===== config.mk =====
export PLATFORM = sky130hd
export DESIGN_NAME = ubf_uart_rx
export DESIGN_NICKNAME = d
export VERILOG_FILES = /design/src/rtl/ubf_pkg.sv /design/src/rtl/ubf_baud_if.sv /design/src/rtl/ubf_baud_gen.sv /design/src/rtl/ubf_uart_rx.sv
export VERILOG_INCLUDE_DIRS = /design/src /design/src/rtl
export SDC_FILE = /design/constraint.sdc
export NUM_CORES = 1
export LEC_CHECK = 0
export BUFFER_PORTS_ARGS = -buffer_cell sky130_fd_sc_hd__buf_2
export CAP_MARGIN = 20
export CORE_ASPECT_RATIO = 0.75
export CORE_MARGIN = 2
export CORE_UTILIZATION = 23
export CTS_CLUSTER_SIZE = 30
export DETAILED_ROUTE_END_ITERATION = 10
export GPL_ROUTABILITY_DRIVEN = 0
export HOLD_SLACK_MARGIN = 0.08
export REMOVE_ABC_BUFFERS = 1
export SLEW_MARGIN = 20
export SYNTH_ARGS = -nofsm -noshare
export SYNTH_HDL_FRONTEND = slang
export SYNTH_HIERARCHICAL = 1
export SYNTH_SLANG_ARGS = --single-unit

===== constraint.sdc =====
create_clock -name clk_sys_i -period 3.38 [get_ports clk_sys_i]
set_input_delay 0.676 -clock clk_sys_i [delete_from_list [all_inputs] [get_ports clk_sys_i]]
set_output_delay 0.676 -clock clk_sys_i [all_outputs]
set_load 0.02 [all_outputs]

===== src/rtl/ubf_defines.svh =====
// register offsets, field positions and reset values of the uart rx block
`ifndef UBF_DEFINES_SVH
`define UBF_DEFINES_SVH
`define UBF_OFS_CTRL 8'h00
`define UBF_OFS_FCTL 8'h04
`define UBF_OFS_DIVL 8'h08
`define UBF_OFS_DIVH 8'h0C
`define UBF_OFS_DATA 8'h10
`define UBF_OFS_FILL 8'h14
`define UBF_OFS_STAT 8'h18
`define UBF_EN_BIT 0
`define UBF_IRQEN_BIT 1
`define UBF_FRAC_MSB 5
`define UBF_FRAC_LSB 3
`define UBF_RANGE_BIT 2
`define UBF_TRIG_MSB 1
`define UBF_TRIG_LSB 0
`define UBF_CTRL_RST 2'h0
`define UBF_FCTL_RST 6'h00
`define UBF_DIV_RST 16'h0000
`define UBF_DIVL_RST 8'h00
`define UBF_FIFO_DEPTH 3'h4
`define UBF_RESP_OKAY 2'h0
`define UBF_RESP_SLVERR 2'h2
`endif


===== src/rtl/ubf_pkg.sv =====
// types shared by the uart rx block
package ubf_pkg;
  typedef enum logic [3:0] {
    UBF_IDLE = 4'h1,
    UBF_START = 4'h2,
    UBF_DATA = 4'h4,
    UBF_STOP = 4'h8
  } ubf_rx_state_e;
  typedef logic [7:0] ubf_byte_t;
endpackage


===== src/rtl/ubf_baud_if.sv =====
// carrier between receiver and baud generator
`timescale 1ns/1ps
`default_nettype none
interface ubf_baud_if;
  logic [15:0] div;
  logic [2:0] frac;
  logic range;
  logic run;
  logic restart;
  logic bit_end;
  logic smp;
  logic smp_last;
  modport gen (input div, frac, range, run, restart, output bit_end, smp, smp_last);
  modport rx (output div, frac, range, run, restart, input bit_end, smp, smp_last);
endinterface
`default_nettype wire


===== src/rtl/ubf_baud_gen.sv =====
// bit timer with fractional accumulator and three sample strobes
`timescale 1ns/1ps
`default_nettype none
module ubf_baud_gen (
  input wire logic clk_sys_i, // system clock
  input wire logic rst_i, // sync reset, high
  ubf_baud_if.gen bif // timing carrier
);
  logic [15:0] cnt;
  logic [3:0] acc;
  logic ext;
  logic [3:0] low_sum;
  logic [15:0] half;
  logic [15:0] p0;
  logic [15:0] p1;
  logic [15:0] p2;
  logic [15:0] len_cnt;

  // carry into bit 3 comes from the low three accumulator bits
  assign low_sum = {1'b0, acc[2:0]} + {1'b0, bif.frac};
  // bit ends after div cycles, plus one when the carry was seen
  assign bif.bit_end = ({1'b0, cnt} + 17'h00001) >= ({1'b0, bif.div} + {16'h0000, ext});
  // first two sample points move with the range select, the last does not
  assign half = bif.div >> 1;
  assign p0 = bif.range ? half - 16'h0001 : half;
  assign p1 = bif.range ? half : half + 16'h0001;
  assign p2 = half + 16'h0002;
  assign bif.smp = bif.run && !bif.restart && (cnt == p0 || cnt == p1);
  assign bif.smp_last = bif.run && !bif.restart && cnt == p2;

  // free running bit counter, realigned at each start edge
  always_ff @(posedge clk_sys_i) begin
    if (rst_i || !bif.run || bif.restart || bif.bit_end) begin
      cnt <= 16'h0000;
    end else begin
      cnt <= cnt + 16'h0001;
    end
  end

  // accumulator adds the fraction once per bit time
  always_ff @(posedge clk_sys_i) begin
    if (rst_i || !bif.run) begin
      acc <= 4'h0;
      ext <= 1'b0;
    end else if (bif.restart) begin
      acc <= {1'b0, bif.frac};
      ext <= 1'b0;
    end else if (bif.bit_end) begin
      acc <= acc + {1'b0, bif.frac};
      ext <= low_sum[3];
    end
  end

  // helper: cycles in the current bit, checked below
  always_ff @(posedge clk_sys_i) begin
    if (rst_i || !bif.run || bif.restart || bif.bit_end) begin
      len_cnt <= 16'h0001;
    end else begin
      len_cnt <= len_cnt + 16'h0001;
    end
  end

  a_bit_period: assert property (@(posedge clk_sys_i) disable iff (rst_i)
    (bif.run && bif.bit_end && !bif.restart && bif.div >= 16'h0008) |-> len_cnt == bif.div + {15'h0000, ext})
    else $error("bit period differs from divisor plus carry");
  a_restart_acc: assert property (@(posedge clk_sys_i) disable iff (rst_i)
    (bif.run && bif.restart) ##1 bif.run |-> acc == {1'b0, $past(bif.frac)} && !ext)
    else $error("accumulator not restarted at start bit");
  // a start edge in idle realigns the counter between strobes, so only unbroken runs are judged
  a_sample_span: assert property (@(posedge clk_sys_i) disable iff (rst_i)
    (bif.smp && !bif.range && cnt == half && bif.div >= 16'h0010) ##1 !bif.restart ##1 !bif.restart
      |-> $past(bif.smp) && bif.smp_last)
    else $error("sample strobes not on consecutive cycles");
  c_extra_cycle: cover property (@(posedge clk_sys_i) bif.bit_end && ext);
endmodule
`default_nettype wire


===== src/rtl/ubf_uart_rx.sv =====
// uart rx core: axi4-lite registers, receiver, four byte fifo
//
// Operation
// - three bit fraction tunes rx timing
// - fraction added to accumulator every bit time
// - carry into bit 3 adds one clock
// - free running 16-bit bit timer
// - baud equals clock over divisor plus fraction/8
// - range clear samples at half, +1, +2
// - range set samples at half-1, half, +2
// - two bit code picks trigger fill level
// - trigger sets flag, irq when enabled
// - fifo empty after reset
// - read only three bit fill counter
// - counter counts pushes up and reads down
// - four bytes held, one extra waits in shifter
// - fill counter cleared by reset and disable
// - unimplemented bits read as zero
// - unit disable empties fifo, keeps settings
//
// Decided for this implementation: the register addresses and the AXI4-Lite interface to the registers.
`include "ubf_defines.svh"
`timescale 1ns/1ps
`default_nettype none
module ubf_uart_rx (
  input wire logic clk_sys_i, // 100 MHz clock
  input wire logic rst_i, // sync reset, high
  input wire logic [7:0] s_axi_awaddr_i, // write address
  input wire logic s_axi_awvalid_i, // write address valid
  output logic s_axi_awready_o, // write address ready
  input wire logic [31:0] s_axi_wdata_i, // write data
  input wire logic [3:0] s_axi_wstrb_i, // write strobes
  input wire logic s_axi_wvalid_i, // write data valid
  output logic s_axi_wready_o, // write data ready
  output logic [1:0] s_axi_bresp_o, // write response
  output logic s_axi_bvalid_o, // write response valid
  input wire logic s_axi_bready_i, // write response ready
  input wire logic [7:0] s_axi_araddr_i, // read address
  input wire logic s_axi_arvalid_i, // read address valid
  output logic s_axi_arready_o, // read address ready
  output logic [31:0] s_axi_rdata_o, // read data
  output logic [1:0] s_axi_rresp_o, // read response
  output logic s_axi_rvalid_o, // read data valid
  input wire logic s_axi_rready_i, // read data ready
  input wire logic rx_pin_i, // serial line in
  output logic rx_available_o, // rx available flag
  output logic irq_o // uart interrupt request
);
  logic [1:0] ctrl;
  logic [5:0] fctl;
  logic [7:0] div_low_stage;
  logic [15:0] div;
  logic [7:0] aw_addr;
  logic [31:0] w_data;
  logic [3:0] w_strb;
  logic aw_got;
  logic w_got;
  logic wr_do;
  logic rd_take;
  logic rd_pop;
  logic unit_en;
  logic irq_en;
  logic [2:0] rx_sync;
  logic rx_line;
  ubf_pkg::ubf_rx_state_e st;
  logic [1:0] votes;
  logic bit_val;
  logic [2:0] bit_idx;
  ubf_pkg::ubf_byte_t shifter;
  logic rx_done;
  ubf_pkg::ubf_byte_t rx_byte;
  ubf_pkg::ubf_byte_t mem [4];
  logic [1:0] wp;
  logic [1:0] rp;
  logic [2:0] fill;
  logic [2:0] next_fill;
  logic held_v;
  ubf_pkg::ubf_byte_t held_b;
  logic in_avail;
  ubf_pkg::ubf_byte_t in_data;
  logic push_fifo;
  logic pop;
  logic [1:0] trig;
  logic meets_next;
  ubf_baud_if bif ();

  assign unit_en = ctrl[`UBF_EN_BIT];
  assign irq_en = ctrl[`UBF_IRQEN_BIT];
  assign trig = fctl[`UBF_TRIG_MSB:`UBF_TRIG_LSB];

  // baud generator wiring; range and fraction go straight from the register
  assign bif.div = div;
  assign bif.frac = fctl[`UBF_FRAC_MSB:`UBF_FRAC_LSB];
  assign bif.range = fctl[`UBF_RANGE_BIT];
  assign bif.run = unit_en;
  assign bif.restart = st == ubf_pkg::UBF_IDLE && !rx_line && unit_en;

  ubf_baud_gen u_baud (
    .clk_sys_i(clk_sys_i),
    .rst_i(rst_i),
    .bif(bif)
  );

  // axi write: address and data are taken in either order
  assign wr_do = aw_got && w_got && !s_axi_bvalid_o;
  always_ff @(posedge clk_sys_i) begin
    if (rst_i) begin
      aw_got <= 1'b0;
      aw_addr <= 8'h00;
      s_axi_awready_o <= 1'b0;
    end else if (s_axi_awready_o && s_axi_awvalid_i) begin
      aw_got <= 1'b1;
      aw_addr <= s_axi_awaddr_i;
      s_axi_awready_o <= 1'b0;
    end else if (wr_do) begin
      aw_got <= 1'b0;
    end else if (!aw_got && !s_axi_bvalid_o) begin
      s_axi_awready_o <= 1'b1;
    end
  end

  always_ff @(posedge clk_sys_i) begin
    if (rst_i) begin
      w_got <= 1'b0;
      w_data <= 32'h00000000;
      w_strb <= 4'h0;
      s_axi_wready_o <= 1'b0;
    end else if (s_axi_wready_o && s_axi_wvalid_i) begin
      w_got <= 1'b1;
      w_data <= s_axi_wdata_i;
      w_strb <= s_axi_wstrb_i;
      s_axi_wready_o <= 1'b0;
    end else if (wr_do) begin
      w_got <= 1'b0;
    end else if (!w_got && !s_axi_bvalid_o) begin
      s_axi_wready_o <= 1'b1;
    end
  end

  // write response; unmapped addresses answer slverr
  always_ff @(posedge clk_sys_i) begin
    if (rst_i) begin
      s_axi_bvalid_o <= 1'b0;
      s_axi_bresp_o <= `UBF_RESP_OKAY;
    end else if (wr_do) begin
      s_axi_bvalid_o <= 1'b1;
      s_axi_bresp_o <= (aw_addr > `UBF_OFS_STAT || aw_addr[1:0] != 2'h0) ? `UBF_RESP_SLVERR : `UBF_RESP_OKAY;
    end else if (s_axi_bready_i) begin
      s_axi_bvalid_o <= 1'b0;
    end
  end

  // register writes; high byte commits the staged low byte as one word
  always_ff @(posedge clk_sys_i) begin
    if (rst_i) begin
      ctrl <= `UBF_CTRL_RST;
      fctl <= `UBF_FCTL_RST;
      div_low_stage <= `UBF_DIVL_RST;
      div <= `UBF_DIV_RST;
    end else if (wr_do && w_strb[0]) begin
      unique case (aw_addr)
        `UBF_OFS_CTRL: ctrl <= w_data[1:0];
        `UBF_OFS_FCTL: fctl <= w_data[5:0];
        `UBF_OFS_DIVL: div_low_stage <= w_data[7:0];
        `UBF_OFS_DIVH: div <= {w_data[7:0], div_low_stage};
        default: ;
      endcase
    end
  end

  // axi read; a read of the data word pops one byte
  assign rd_take = s_axi_arready_o && s_axi_arvalid_i;
  assign rd_pop = rd_take && s_axi_araddr_i == `UBF_OFS_DATA;
  always_ff @(posedge clk_sys_i) begin
    if (rst_i) begin
      s_axi_arready_o <= 1'b0;
      s_axi_rvalid_o <= 1'b0;
      s_axi_rdata_o <= 32'h00000000;
      s_axi_rresp_o <= `UBF_RESP_OKAY;
    end else if (rd_take) begin
      s_axi_arready_o <= 1'b0;
      s_axi_rvalid_o <= 1'b1;
      s_axi_rresp_o <= `UBF_RESP_OKAY;
      unique case (s_axi_araddr_i)
        `UBF_OFS_CTRL: s_axi_rdata_o <= {30'h00000000, ctrl};
        `UBF_OFS_FCTL: s_axi_rdata_o <= {26'h0000000, fctl};
        `UBF_OFS_DIVL: s_axi_rdata_o <= {24'h000000, div_low_stage};
        `UBF_OFS_DIVH: s_axi_rdata_o <= {24'h000000, div[15:8]};
        `UBF_OFS_DATA: s_axi_rdata_o <= {24'h000000, fill != 3'h0 ? mem[rp] : 8'h00};
        `UBF_OFS_FILL: s_axi_rdata_o <= {29'h00000000, fill};
        `UBF_OFS_STAT: s_axi_rdata_o <= {30'h00000000, st != ubf_pkg::UBF_IDLE, rx_available_o};
        default: begin
          s_axi_rdata_o <= 32'h00000000;
          s_axi_rresp_o <= `UBF_RESP_SLVERR;
        end
      endcase
    end else if (s_axi_rvalid_o && s_axi_rready_i) begin
      s_axi_rvalid_o <= 1'b0;
    end else if (!s_axi_rvalid_o) begin
      s_axi_arready_o <= 1'b1;
    end
  end

  // line synchroniser; the level moves once stages two and three agree
  always_ff @(posedge clk_sys_i) begin
    if (rst_i) begin
      rx_sync <= 3'h7;
      rx_line <= 1'b1;
    end else begin
      rx_sync <= {rx_sync[1:0], rx_pin_i};
      if (rx_sync[1] == rx_sync[2]) begin
        rx_line <= rx_sync[2];
      end
    end
  end

  // majority of the three samples decides the bit
  assign bit_val = ({1'b0, votes} + {2'h0, rx_line}) >= 3'h2;
  always_ff @(posedge clk_sys_i) begin
    if (rst_i || bif.restart || bif.smp_last) begin
      votes <= 2'h0;
    end else if (bif.smp && rx_line) begin
      votes <= votes + 2'h1;
    end
  end

  // frame receiver: start, eight data bits lsb first, one stop bit
  always_ff @(posedge clk_sys_i) begin
    if (rst_i || !unit_en) begin
      st <= ubf_pkg::UBF_IDLE;
      bit_idx <= 3'h0;
      shifter <= 8'h00;
      rx_done <= 1'b0;
      rx_byte <= 8'h00;
    end else begin
      rx_done <= 1'b0;
      unique case (st)
        ubf_pkg::UBF_IDLE: begin
          bit_idx <= 3'h0;
          if (!rx_line) begin
            st <= ubf_pkg::UBF_START;
          end
        end
        ubf_pkg::UBF_START: begin
          if (bif.smp_last) begin
            st <= bit_val ? ubf_pkg::UBF_IDLE : ubf_pkg::UBF_DATA; // glitch rejected
          end
        end
        ubf_pkg::UBF_DATA: begin
          if (bif.smp_last) begin
            shifter <= {bit_val, shifter[7:1]};
            bit_idx <= bit_idx + 3'h1;
            if (bit_idx == 3'h7) begin
              st <= ubf_pkg::UBF_STOP;
            end
          end
        end
        ubf_pkg::UBF_STOP: begin
          // byte is kept even on a bad stop bit; no framing flag here
          if (bif.smp_last) begin
            rx_done <= 1'b1;
            rx_byte <= shifter;
            st <= ubf_pkg::UBF_IDLE;
          end
        end
      endcase
    end
  end

  // a waiting byte in the shifter has priority over a fresh one
  assign pop = rd_pop && fill != 3'h0;
  assign in_avail = held_v || rx_done;
  assign in_data = held_v ? held_b : rx_byte;
  assign push_fifo = in_avail && (fill < `UBF_FIFO_DEPTH || pop);
  assign next_fill = fill + {2'h0, push_fifo} - {2'h0, pop};

  // fill count and pointers; disable empties like reset does
  always_ff @(posedge clk_sys_i) begin
    if (rst_i || !unit_en) begin
      fill <= 3'h0;
      wp <= 2'h0;
      rp <= 2'h0;
    end else begin
      fill <= next_fill;
      wp <= wp + {1'b0, push_fifo};
      rp <= rp + {1'b0, pop};
    end
  end

  // fifth byte waits in the shifter, a sixth overwrites it
  always_ff @(posedge clk_sys_i) begin
    if (rst_i || !unit_en) begin
      held_v <= 1'b0;
      held_b <= 8'h00;
    end else if (rx_done && !(push_fifo && !held_v)) begin
      held_v <= 1'b1;
      held_b <= rx_byte;
    end else if (push_fifo && held_v) begin
      held_v <= 1'b0;
    end
  end

  // storage, one writer per entry
  for (genvar gi = 0; gi < 4; gi++) begin : g_mem
    always_ff @(posedge clk_sys_i) begin
      if (push_fifo && wp == 2'(gi)) begin
        mem[gi] <= in_data;
      end
    end
  end

  // trigger code 00 asks for a full fifo, others for that many or more
  assign meets_next = trig == 2'h0 ? next_fill == `UBF_FIFO_DEPTH : next_fill >= {1'b0, trig};
  always_ff @(posedge clk_sys_i) begin
    if (rst_i || !unit_en) begin
      rx_available_o <= 1'b0;
      irq_o <= 1'b0;
    end else begin
      rx_available_o <= meets_next;
      irq_o <= meets_next && irq_en;
    end
  end

  a_fill_limit: assert property (@(posedge clk_sys_i) disable iff (rst_i) fill <= `UBF_FIFO_DEPTH)
    else $error("fill count above four");
  a_fill_incr: assert property (@(posedge clk_sys_i) disable iff (rst_i)
    (unit_en && push_fifo && !pop) ##1 unit_en |-> fill == $past(fill) + 3'h1)
    else $error("fill count did not rise on push");
  a_fill_decr: assert property (@(posedge clk_sys_i) disable iff (rst_i)
    (unit_en && pop && !push_fifo) ##1 unit_en |-> fill == $past(fill) - 3'h1)
    else $error("fill count did not fall on read");
  a_disable_clear: assert property (@(posedge clk_sys_i) disable iff (rst_i)
    !unit_en |=> fill == 3'h0 && !rx_available_o && !held_v && !irq_o)
    else $error("disable left receive state behind");
  a_held_full: assert property (@(posedge clk_sys_i) disable iff (rst_i) held_v |-> fill == `UBF_FIFO_DEPTH)
    else $error("byte waits while fifo has room");
  a_flag_level: assert property (@(posedge clk_sys_i) disable iff (rst_i)
    $past(unit_en) |-> rx_available_o == (trig == 2'h0 ? fill == 3'h4 : fill >= {1'b0, trig}) || $changed(fctl))
    else $error("available flag disagrees with trigger level");
  a_irq_gate: assert property (@(posedge clk_sys_i) disable iff (rst_i)
    irq_o |-> rx_available_o && $past(irq_en))
    else $error("interrupt without enable or flag");
  a_reset_empty: assert property (@(posedge clk_sys_i) $fell(rst_i) |-> fill == 3'h0)
    else $error("fifo not empty after reset");
  c_byte_rx: cover property (@(posedge clk_sys_i) disable iff (rst_i) rx_done);
  c_full_wait: cover property (@(posedge clk_sys_i) disable iff (rst_i) held_v && rx_done);
  c_flag_rise: cover property (@(posedge clk_sys_i) disable iff (rst_i) $rose(rx_available_o) && trig == 2'h2);
  c_pop: cover property (@(posedge clk_sys_i) disable iff (rst_i) pop && held_v);
endmodule
`default_nettype wire

Word level (Yosys, flattened, before mapping)
Memories as Yosys holds them, arrays and structs flattened. A register that Yosys moved wholly into a read port is not among the register bits.
Index checks and enable logic that the tools add are counted.
Word-level totals
  bits in registers: 161
  bits in writable memories: 32
  memories: 1
Memories
  mem: depth 4, bits a word 8, rd ports 1, clocked after Yosys merged registers in 1, wr ports 1, line ubf_uart_rx.sv:72  | ubf_pkg::ubf_byte_t mem [4];
Operators by class
  $add $sub $neg: 15
  magnitude comparators: 5
  eq/ne operators: 28
  multiplexer cells: 47
  bitwise operators: 4
  reductions and logical operators: 76
Operator list (number)
  8-bit one-hot mux with 7 select lines: 1
  16-bit equality test: 3
  8-bit two-way mux: 5
  8-bit by 4-bit equality test with 1-bit output (second input constant): 4
  16-bit two-way mux: 2
  1-bit logical AND: 26
  8-bit by 5-bit equality test with 1-bit output (second input constant): 3
  8-bit OR reduction: 3
  1-bit two-way mux: 22
  4-bit two-way mux: 5
  2-bit AND reduction: 10
  16-bit by 1-bit adder with 17-bit output: 1
  16-bit by 1-bit adder with 17-bit output (second input constant): 1
  17-bit >= comparator: 1
  15-bit by 1-bit adder with 16-bit output (second input constant): 1
  15-bit by 2-bit adder with 16-bit output (second input constant): 1
  16-bit by 1-bit adder with 16-bit output (second input constant): 1
  8-bit by 3-bit equality test with 1-bit output (second input constant): 2
  8-bit logical NOT: 2
  4-bit one-hot mux with 4 select lines: 1
  2-bit nonzero test: 8
  15-bit by 1-bit subtractor with 16-bit output (second input constant): 1
  2-bit two-way mux: 6
  3-bit two-way mux: 4
  31 further kinds: 61

Logic depth before layout (Yosys ltp)
Gate-level depths: netlist of the first run.
  depth in word-level cells: 12
  gate-level depth with buffers: 15
  mapped depth without buffers: 14

Cells and area by module
The synthesis of the first run kept the hierarchy.
By module, submodules not included
  ubf_uart_rx: instances 1, cells each 664, area each 6419.9 µm², seq. area each 3243.1 µm²
  ubf_baud_gen: instances 1, cells each 383, area each 2885.3 µm², seq. area each 400.4 µm²

Worst setup path after synthesis of the first run
Ideal clock, no wire load.
  path kind: input-to-reg
  start: input s_axi_araddr_i[1]
  end: register irq_o
  library setup time: 0.060 ns
  data arrival time: 3.431 ns
  setup slack: -0.111 ns
  cell stages on the path: 13
  path buffers: 1
  cells stage by stage: nor4_1 -> a41oi_1 -> or2_2 -> clkbuf_1 -> xnor2_1 -> ha_1 -> inv_1 -> fa_1 -> inv_1 -> ha_1 -> a211oi_1 -> a2111oi_0 -> and2_1
Between the ends
  cells in the longest elaborated chain, start to end: 10
Ends and longest elaborated chain
  from (decl): line ubf_uart_rx.sv:38  | input wire logic [7:0] s_axi_araddr_i,
  8-bit by 5-bit equality test with 1-bit output *
  1-bit logical AND (no line) *
  1-bit logical AND *: line ubf_uart_rx.sv:271  | assign pop = rd_pop && fill != 3'h0;
  1-bit logical OR: line ubf_uart_rx.sv:274  | assign push_fifo = in_avail && (fill < `UBF_FIFO_DEPTH || pop);
  1-bit logical AND: line ubf_uart_rx.sv:274
  3-bit by 1-bit adder with 3-bit output: line ubf_uart_rx.sv:275  | assign next_fill = fill + {2'h0, push_fifo} - {2'h0, pop};
  3-bit by 1-bit subtractor with 3-bit output *: line ubf_uart_rx.sv:275
  net next_fill[1]: line ubf_uart_rx.sv:76  | logic [2:0] next_fill;
  3-bit by 2-bit >= comparator with 1-bit output or 3-bit equality test (tied branches)
  1-bit two-way mux *: line ubf_uart_rx.sv:313  | assign meets_next = trig == 2'h0 ? next_fill == `UBF_FIFO_DEPTH : next_fill >= {1'b0, trig};
  1-bit logical AND *: line ubf_uart_rx.sv:320  | irq_o <= meets_next && irq_en;
  to (signal assigned): line ubf_uart_rx.sv:320
  to (decl): line ubf_uart_rx.sv:47  | output logic irq_o
Mark *: on every way through the listed nets, which the timed path passes. The rest lies on a longest branch.
A chain may end at the register's enable or synchronous reset.

Final worst setup path of the first run
  start: register div[0], in the netlist bif.div[0]
  end: register u_baud.acc[1]
Between the ends
  cells in the longest elaborated chain, start to end: 3
Ends and longest elaborated chain
  from (decl): line ubf_uart_rx.sv:52  | logic [15:0] div;
  from (signal assigned): line ubf_uart_rx.sv:159  | div <= `UBF_DIV_RST;
  from (signal assigned): line ubf_uart_rx.sv:165  | `UBF_OFS_DIVH: div <= {w_data[7:0], div_low_stage};
  16-bit by 1-bit adder with 17-bit output: line ubf_baud_gen.sv:22  | assign bif.bit_end = ({1'b0, cnt} + 17'h00001) >= ({1'b0, bif.div} + {16'h0000, ext});
  17-bit >= comparator: line ubf_baud_gen.sv:22
  2-bit nonzero test (no line)
  to (signal assigned): line ubf_baud_gen.sv:46  | acc <= {1'b0, bif.frac};
  to (signal assigned): line ubf_baud_gen.sv:49  | acc <= acc + {1'b0, bif.frac};
  to (decl): line ubf_baud_gen.sv:10  | logic [3:0] acc;
No other way between the ends.

==> out/qor.yml, run 1 <==
synth:
  synth_edf_count: 32
  yosys.cell_count.top_type: "dfxtp_1"
  synthTopCellsByArea: "dfxtp_1 (29%), edfxtp_1 (10%), a21oi_1 (4.7%)"
  synthFlopType: "dfxtp_1"
  async_flop_share_pct: 0
  syn_area_um2: 9310
  ys_ff_latch: 166
  ys_warn_count: 6
  synth_area_per_cell_um2: 8.89
  synth-seq-area-share_pct: 39.2
  netlist_instances: 1047
  yosysTopAreaCellShare_pct: 28.8
  synth.distinct_cells: 79
  synthTopCellsByCount: "dfxtp_1 (134), a21oi_1 (88), nand2_1 (74)"
  synth_largest_area_cell: "dfxtp_1"
routing:
  dr_wl_met2_um: 10300
  wirelength_um: 25400
  wl_per_cell_um: 15.4
  wl_met3_um: 1700
  routed_via_density: 4.81
  drt-met1-wl_um: 13000
  ant_nets: 0
  first_pass_iters: 6
  drtIter0Drc: 781
  vias: 7943
  drc: 0
  top_layer: "met4"
place:
  place_area_um2: 10400
  dp_hpwl_um: 19100
  pre_cts_ws_ns: -0.298
  place.port_buffers: 49
setup_path:
  crit_required_ns: 3.72
  crit_arrival_ns: 3.69
  start_kind: "register"
  crit_type: "register to register"
  critPathBufInv: 1
  end_kind: "register"
  cp_slowest_stage_delay_ns: 0.50
  critical_path.cell_chain: "ha_4 -> ha_1 -> nand4_1 -> buf_4 -> nor2_1 -> xnor2_1 -> ha_1 -> a31oi_2 -> nor3b_1 -> a211o_1 -> a311oi_4 -> or4b_4 -> o311ai_1"
  cp_max_fo: 4
  critPathSlowestCell: "or4b_4"
  worst_path_most_repeated_cell: "ha_1"
  cp_top_family: "compound AO/OA/AOI/OAI gates"
die:
  rows: 63
  start_util_pct: 23.4
  die_h_um: 178
  dieArea_um2: 42100
  fp.dieW_um: 236
  io_pins: 103
  core_area_um2: 39700
cells_and_area:
  syn2layout_area_growth_pct: 18.7
  fin_util_pct: 27.8
  final_area_um2: 11000
  diodes: 0
  layout-drive-gt1-share_pct: 18.5
  nNetsFinal: 1214
job:
  drv_cap: 0
clock_tree:
  cts_sinks: 166
  insertion_delay_ns: 0.43
  numCtsBuffers: 17
  cts.reportedPaths.clkPinSlew_ns: 0.07
  cts-root-buf: "clkbuf_16"
  cts_hold_buf: 0
  clockBufferDepth: 2
  htree_levels: 4
  cts_tree: "yes"
status:
  status: "completed"
timing:
  hold_violations: 0
  worst_slack_ns: 0.0282
  tns_ns: 0
  clock_skew_ns: 0.00813
  period_minus_slack_ns: 3.35
  drv_slew: 0
  slew_headroom_pct: 50.6
  worst_slew_pin_slew_ns: 0.733
  fin_crit_sh_pct: 99.2
  max_freq_mhz: 298
  setup_violations: 0
global_route:
  grt_max_degree: 52
  track_usage_pct: 12.0
  grt_pass1_vias: 7298
  grt_antenna_before_repair: 0
  grt_overflow: 0
  grt_pass1_wl_um: 39700
pwr:
  power_per_cell_area_nw_per_um2: 371
  leakagePower_nw: 4.04
  ir_drop_uv: 348
hold_path:
  hp-class: "register to register"
through the flow:
step	hold WS [ns]	total power, mW	std cells
global placement	0.398	2.28	1617
CTS	0.408	4.14	1649
global route	0.425	4.24	1652
detailed placement	0.399	2.28	1617
floorplan	0.389	2.19	977
finish	0.407	4.10	1652
layout make-up:
class	count	area [um^2]
clock buffers	19	454
clock inverters	13	105
fillers	4235	28700
inverters	32	120
multi-input cells	779	5260
flip-flops and latches	166	3650
well taps	520	651
repair buffers	123	802
logic make-up (layout without fill, tap and decap cells):
| kind of cell | Yosys count | in the layout | synth area share (%) |
|---|---|---|---|
| and+or+nand+nor | 367 | 367 | 20.9 |
| AOI/OAI and AO/OA | 232 | 232 | 15.5 |
| DFF | 166 | 166 | 39.2 |
| buffers and inverters | 127 | 187 | 6.35 |
| xor gates and xnor gates | 75 | 75 | 7.22 |
| muxes | 44 | 44 | 5.98 |
| adders and majority gates | 35 | 35 | 4.87 |
| other | 1 | 26 | 0.0403 |
metal layers:
layer | GRT usage (%) | up-vias
li1 | - | 3865
met1 | 18.1 | 3758
met2 | 16.9 | 294
met3 | 2.09 | 26
met4 | 4.01 | 0
met5 | 0 | -
final timing paths:
path,startpoint,endpoint,slack [ns],cells after the start
worst max-delay path,bif.div[0]$_SDFFE_PP0P_,u_baud/acc[1]$_SDFFE_PP0P_,0.03,13
worst min-delay path,rx_sync[0]$_SDFF_PP1_,rx_sync[1]$_SDFF_PP1_,0.41,1
worst min register to register,rx_sync[0]$_SDFF_PP1_,rx_sync[1]$_SDFF_PP1_,0.41,1
worst max register to register,bif.div[0]$_SDFFE_PP0P_,u_baud/acc[1]$_SDFFE_PP0P_,0.03,13
state kept, by name, indices dropped and copies added (netlist names), 2 cells and up:
| signal | flops |
|---|---|
| bit_idx | 3 |
| rx_byte | 8 |
| wp | 2 |
| votes | 2 |
| fill | 3 |
| rx_sync | 3 |
| ctrl | 2 |
| u_baud/cnt | 16 |
| u_baud/acc | 3 |
| w_data | 8 |
| held_b | 8 |
| mem | 32 |
| shifter | 8 |
| rp | 2 |
| bif.div | 16 |
| div_low_stage | 8 |
| fctl | 6 |
| aw_addr | 8 |
| st | 4 |
| s_axi_rdata_o | 8 |
what timing repair did:
| action | CTS | global route |
|---|---|---|
| buffers inserted | 0 | 2 |
| gates resized for setup | 0 | 24 |
| endpoints found under the setup margin | 0 | 31 |
power by group:
| group | internal, mW | total (mW) | switching (mW) |
|---|---|---|---|
| Sequential | 2.03 | 2.06 | 0.0282 |
| Clock | 1.00 | 1.86 | 0.855 |
| Combinational | 0.0591 | 0.178 | 0.119 |
cell usage in the layout (no fill, tap or decap), types with 9 or more instances in the layout:
master and instances:
nand2_1 73, clkbuf_16 18, xnor2_1 48, nand4b_1 13, buf_4 72, o211ai_1 12
mux2_2 12, and3_1 17, edfxtp_1 32, nor2b_1 15, xor2_1 25, nand2b_1 15
nor3_1 24, nand3_1 56, nor3b_1 9, ha_1 32, mux2i_1 23, o21ai_0 57
dfxtp_1 129, buf_2 50, a211oi_1 12, inv_1 32, inv_6 9, nor2_1 71
nand4_1 17, a21oi_1 88, conb_1 26
Note: power is estimated with default switching activity, not from simulation.
==> run 2, diff against run 1 <==
--- a/config.mk
+++ b/config.mk
@@ -16,6 +16,7 @@
 export GPL_ROUTABILITY_DRIVEN = 0
 export HOLD_SLACK_MARGIN = 0.08
 export REMOVE_ABC_BUFFERS = 1
+export SETUP_SLACK_MARGIN = 0.4
 export SLEW_MARGIN = 20
 export SYNTH_ARGS = -nofsm -noshare
 export SYNTH_HDL_FRONTEND = slang
==> run 2 against run 1 <==
Against the previous run: worst setup slack improved by 0.12 ns; global-route usage increased by 0.31 points; cell count increased by 1.2%; clock-buffer cell count unchanged; critical path type unchanged; final area increased by 3.6%; sequential power about the same; non-clock buffer count increased by 19; clock power about the same; wire length increased by 2.1%.
==> out/qor.yml, run 2 (same netlist as run 1, synthesis figures left out) <==
status:
  status: "completed"
cells_and_area:
  layout-drive-gt1-share_pct: 23.2
  largestRegisters: "mem: 32 flops, bif.div: 16 flops, u_baud/cnt: 16 flops"
  mostFrequentLayoutCell: "dfxtp_1"
  diodes: 0
  layout_common_cells: "dfxtp_1 (119), a21oi_1 (88), buf_4 (81), nand2_1 (71), nor2_1 (66)"
  syn2layout_area_growth_pct: 22.9
  regMostFlops: "mem"
  largest_register_ffs: 32
  nNetsFinal: 1233
clock_tree:
  cts.reportedPaths.clkPinSlew_ns: 0.07
  htree_levels: 4
  cts_sinks: 166
  clockBufferDepth: 2
  insertion_delay_ns: 0.43
  cts_tree: "yes"
  numCtsBuffers: 17
  cts-root-buf: "clkbuf_16"
timing:
  drv_slew: 0
  worst_slew_pin_slew_ns: 0.768
  fin_crit_sh_pct: 95.7
  period_minus_slack_ns: 3.24
  clock_skew_ns: 0.00720
  slew_headroom_pct: 48.7
  hold_violations: 0
  setup_violations: 0
  hold_ws_ns: 0.407
  max_freq_mhz: 309
  rsz0062_at_grt: "yes"
setup_path:
  r2r_end: "u_baud/acc[1]$_SDFFE_PP0P_"
  worstReg2RegStart: "u_baud/cnt[4]$_SDFF_PP0_"
  cp_max_fo: 4
  crit_type: "register to register"
  setup.worst_path.start: "u_baud/cnt[4]$_SDFF_PP0_"
  crit_required_ns: 3.72
  critPathCapture: "u_baud/acc[1]$_SDFFE_PP0P_"
  reg2reg_slack_ns: 0.14
  crit_arrival_ns: 3.57
  start_kind: "register"
  end_kind: "register"
  reg2reg_depth: 13
global_route:
  track_usage_pct: 12.3
  grt_pass1_wl_um: 40700
  grt_antenna_before_repair: 0
  grt_overflow: 0
  grt_max_degree: 52
  grt_pass1_vias: 7490
routing:
  vias: 8016
  wl_per_cell_um: 15.5
  wirelength_um: 26000
  first_pass_iters: 5
  drtIter0Drc: 808
  routed_via_density: 4.80
  ant_nets: 0
  drc: 0
die:
  io_pins: 103
  core_area_um2: 39700
  start_util_pct: 23.4
  die_h_um: 178
  fp.dieW_um: 236
  rows: 63
  dieArea_um2: 42100
pwr:
  power_per_cell_area_nw_per_um2: 359
  ir_drop_uv: 349
  total_power_mw: 4.10
  leakagePower_nw: 4.20
place:
  place.port_buffers: 49
  dp_hpwl_um: 19100
hold_path:
  hp-class: "register to register"
job:
  drv_cap: 0
[run 2: cell types whose count changed in the layout (fill, tap and decap cells not counted), moves of 4 or more]
| cell | before | now |
|---|---|---|
| buf_4 | 72 | 81 |
| buf_6 | 1 | 11 |
| dfxtp_1 | 129 | 119 |
| dfxtp_2 | 5 | 14 |
| ha_1 | 32 | 28 |
| nor2_1 | 71 | 66 |
| nor2_2 | 0 | 5 |
[run 2: how the worst min path moves through the flow]
stage / start / end / slack (ns) / cells after the start
after detailed placement: rx_sync[0]$_SDFF_PP1_ / rx_sync[1]$_SDFF_PP1_ / 0.40 / 1
after floorplan: rx_sync[0]$_SDFF_PP1_ / rx_sync[1]$_SDFF_PP1_ / 0.39 / 1
after CTS: rx_pin_i / rx_sync[0]$_SDFF_PP1_ / 0.41 / 2
after global routing: rx_pin_i / rx_sync[0]$_SDFF_PP1_ / 0.42 / 2
final: rx_sync[0]$_SDFF_PP1_ / rx_sync[1]$_SDFF_PP1_ / 0.41 / 1
after global placement: rx_sync[0]$_SDFF_PP1_ / rx_sync[1]$_SDFF_PP1_ / 0.40 / 1
[run 2: what timing repair did]
action                     CTS  global route
pin swaps                   18            17
setup endpoints to repair   46            47
setup buffers               13             7
gates cloned                 2             0
hold buffers                 0             0
resized for setup           57            32
[run 2: cell type report]
class | instances | area [um^2]
fillers | 4211 | 28300
multi-input cells | 779 | 5450
flip-flops and latches | 166 | 3660
repair buffers | 142 | 997
well taps | 520 | 651
clock buffers | 19 | 454
inverters | 32 | 120
clock inverters | 13 | 105
[run 2: report_power, final]
| part | switching (mW) | internal, mW | leakage (nW) |
|---|---|---|---|
| clock | 0.860 | 1.00 | 0.276 |
| sequential | 0.0281 | 2.03 | 1.46 |
| combinational | 0.121 | 0.0605 | 2.46 |
| total | 1.01 | 3.09 | 4.20 |
[run 2: per-layer routing]
| layer | wire [um] | GRT usage, % | share of wire, % |
|---|---|---|---|
| met4 | 361 | 4.11 | 1.4 |
| met1 | 13100 | 18.0 | 50 |
| met3 | 1710 | 2.38 | 6.6 |
| met5 | 0 | 0 | 0 |
| met2 | 10800 | 18.0 | 42 |
[run 2: through the flow]
step | TNS, ns | setup slack (ns) | util (%) | std cells | cell area, um^2
after floorplan | -17.10 | -1.21 | - | 977 | 8930
after global placement | -0.462 | -0.276 | 26.1 | 1617 | 10400
after detailed placement | -0.505 | -0.298 | 26.1 | 1617 | 10400
after CTS | 0 | 0.200 | 28.4 | 1664 | 11300
after global routing | 0 | 0.0280 | 28.8 | 1671 | 11400
final | 0 | 0.145 | 28.8 | 1671 | 11400
[run 2: critical path, stage by stage (launching register included)]
cell	delay, ns
dfxtp_2	0.33
and3_4	0.19
and3_4	0.21
nand4_1	0.16
inv_1	0.12
and3_4	0.19
xor2_2	0.17
ha_1	0.28
a31oi_2	0.24
nor3b_2	0.08
a211o_1	0.30
a311oi_4	0.29
or4b_4	0.50
o311ai_1	0.08
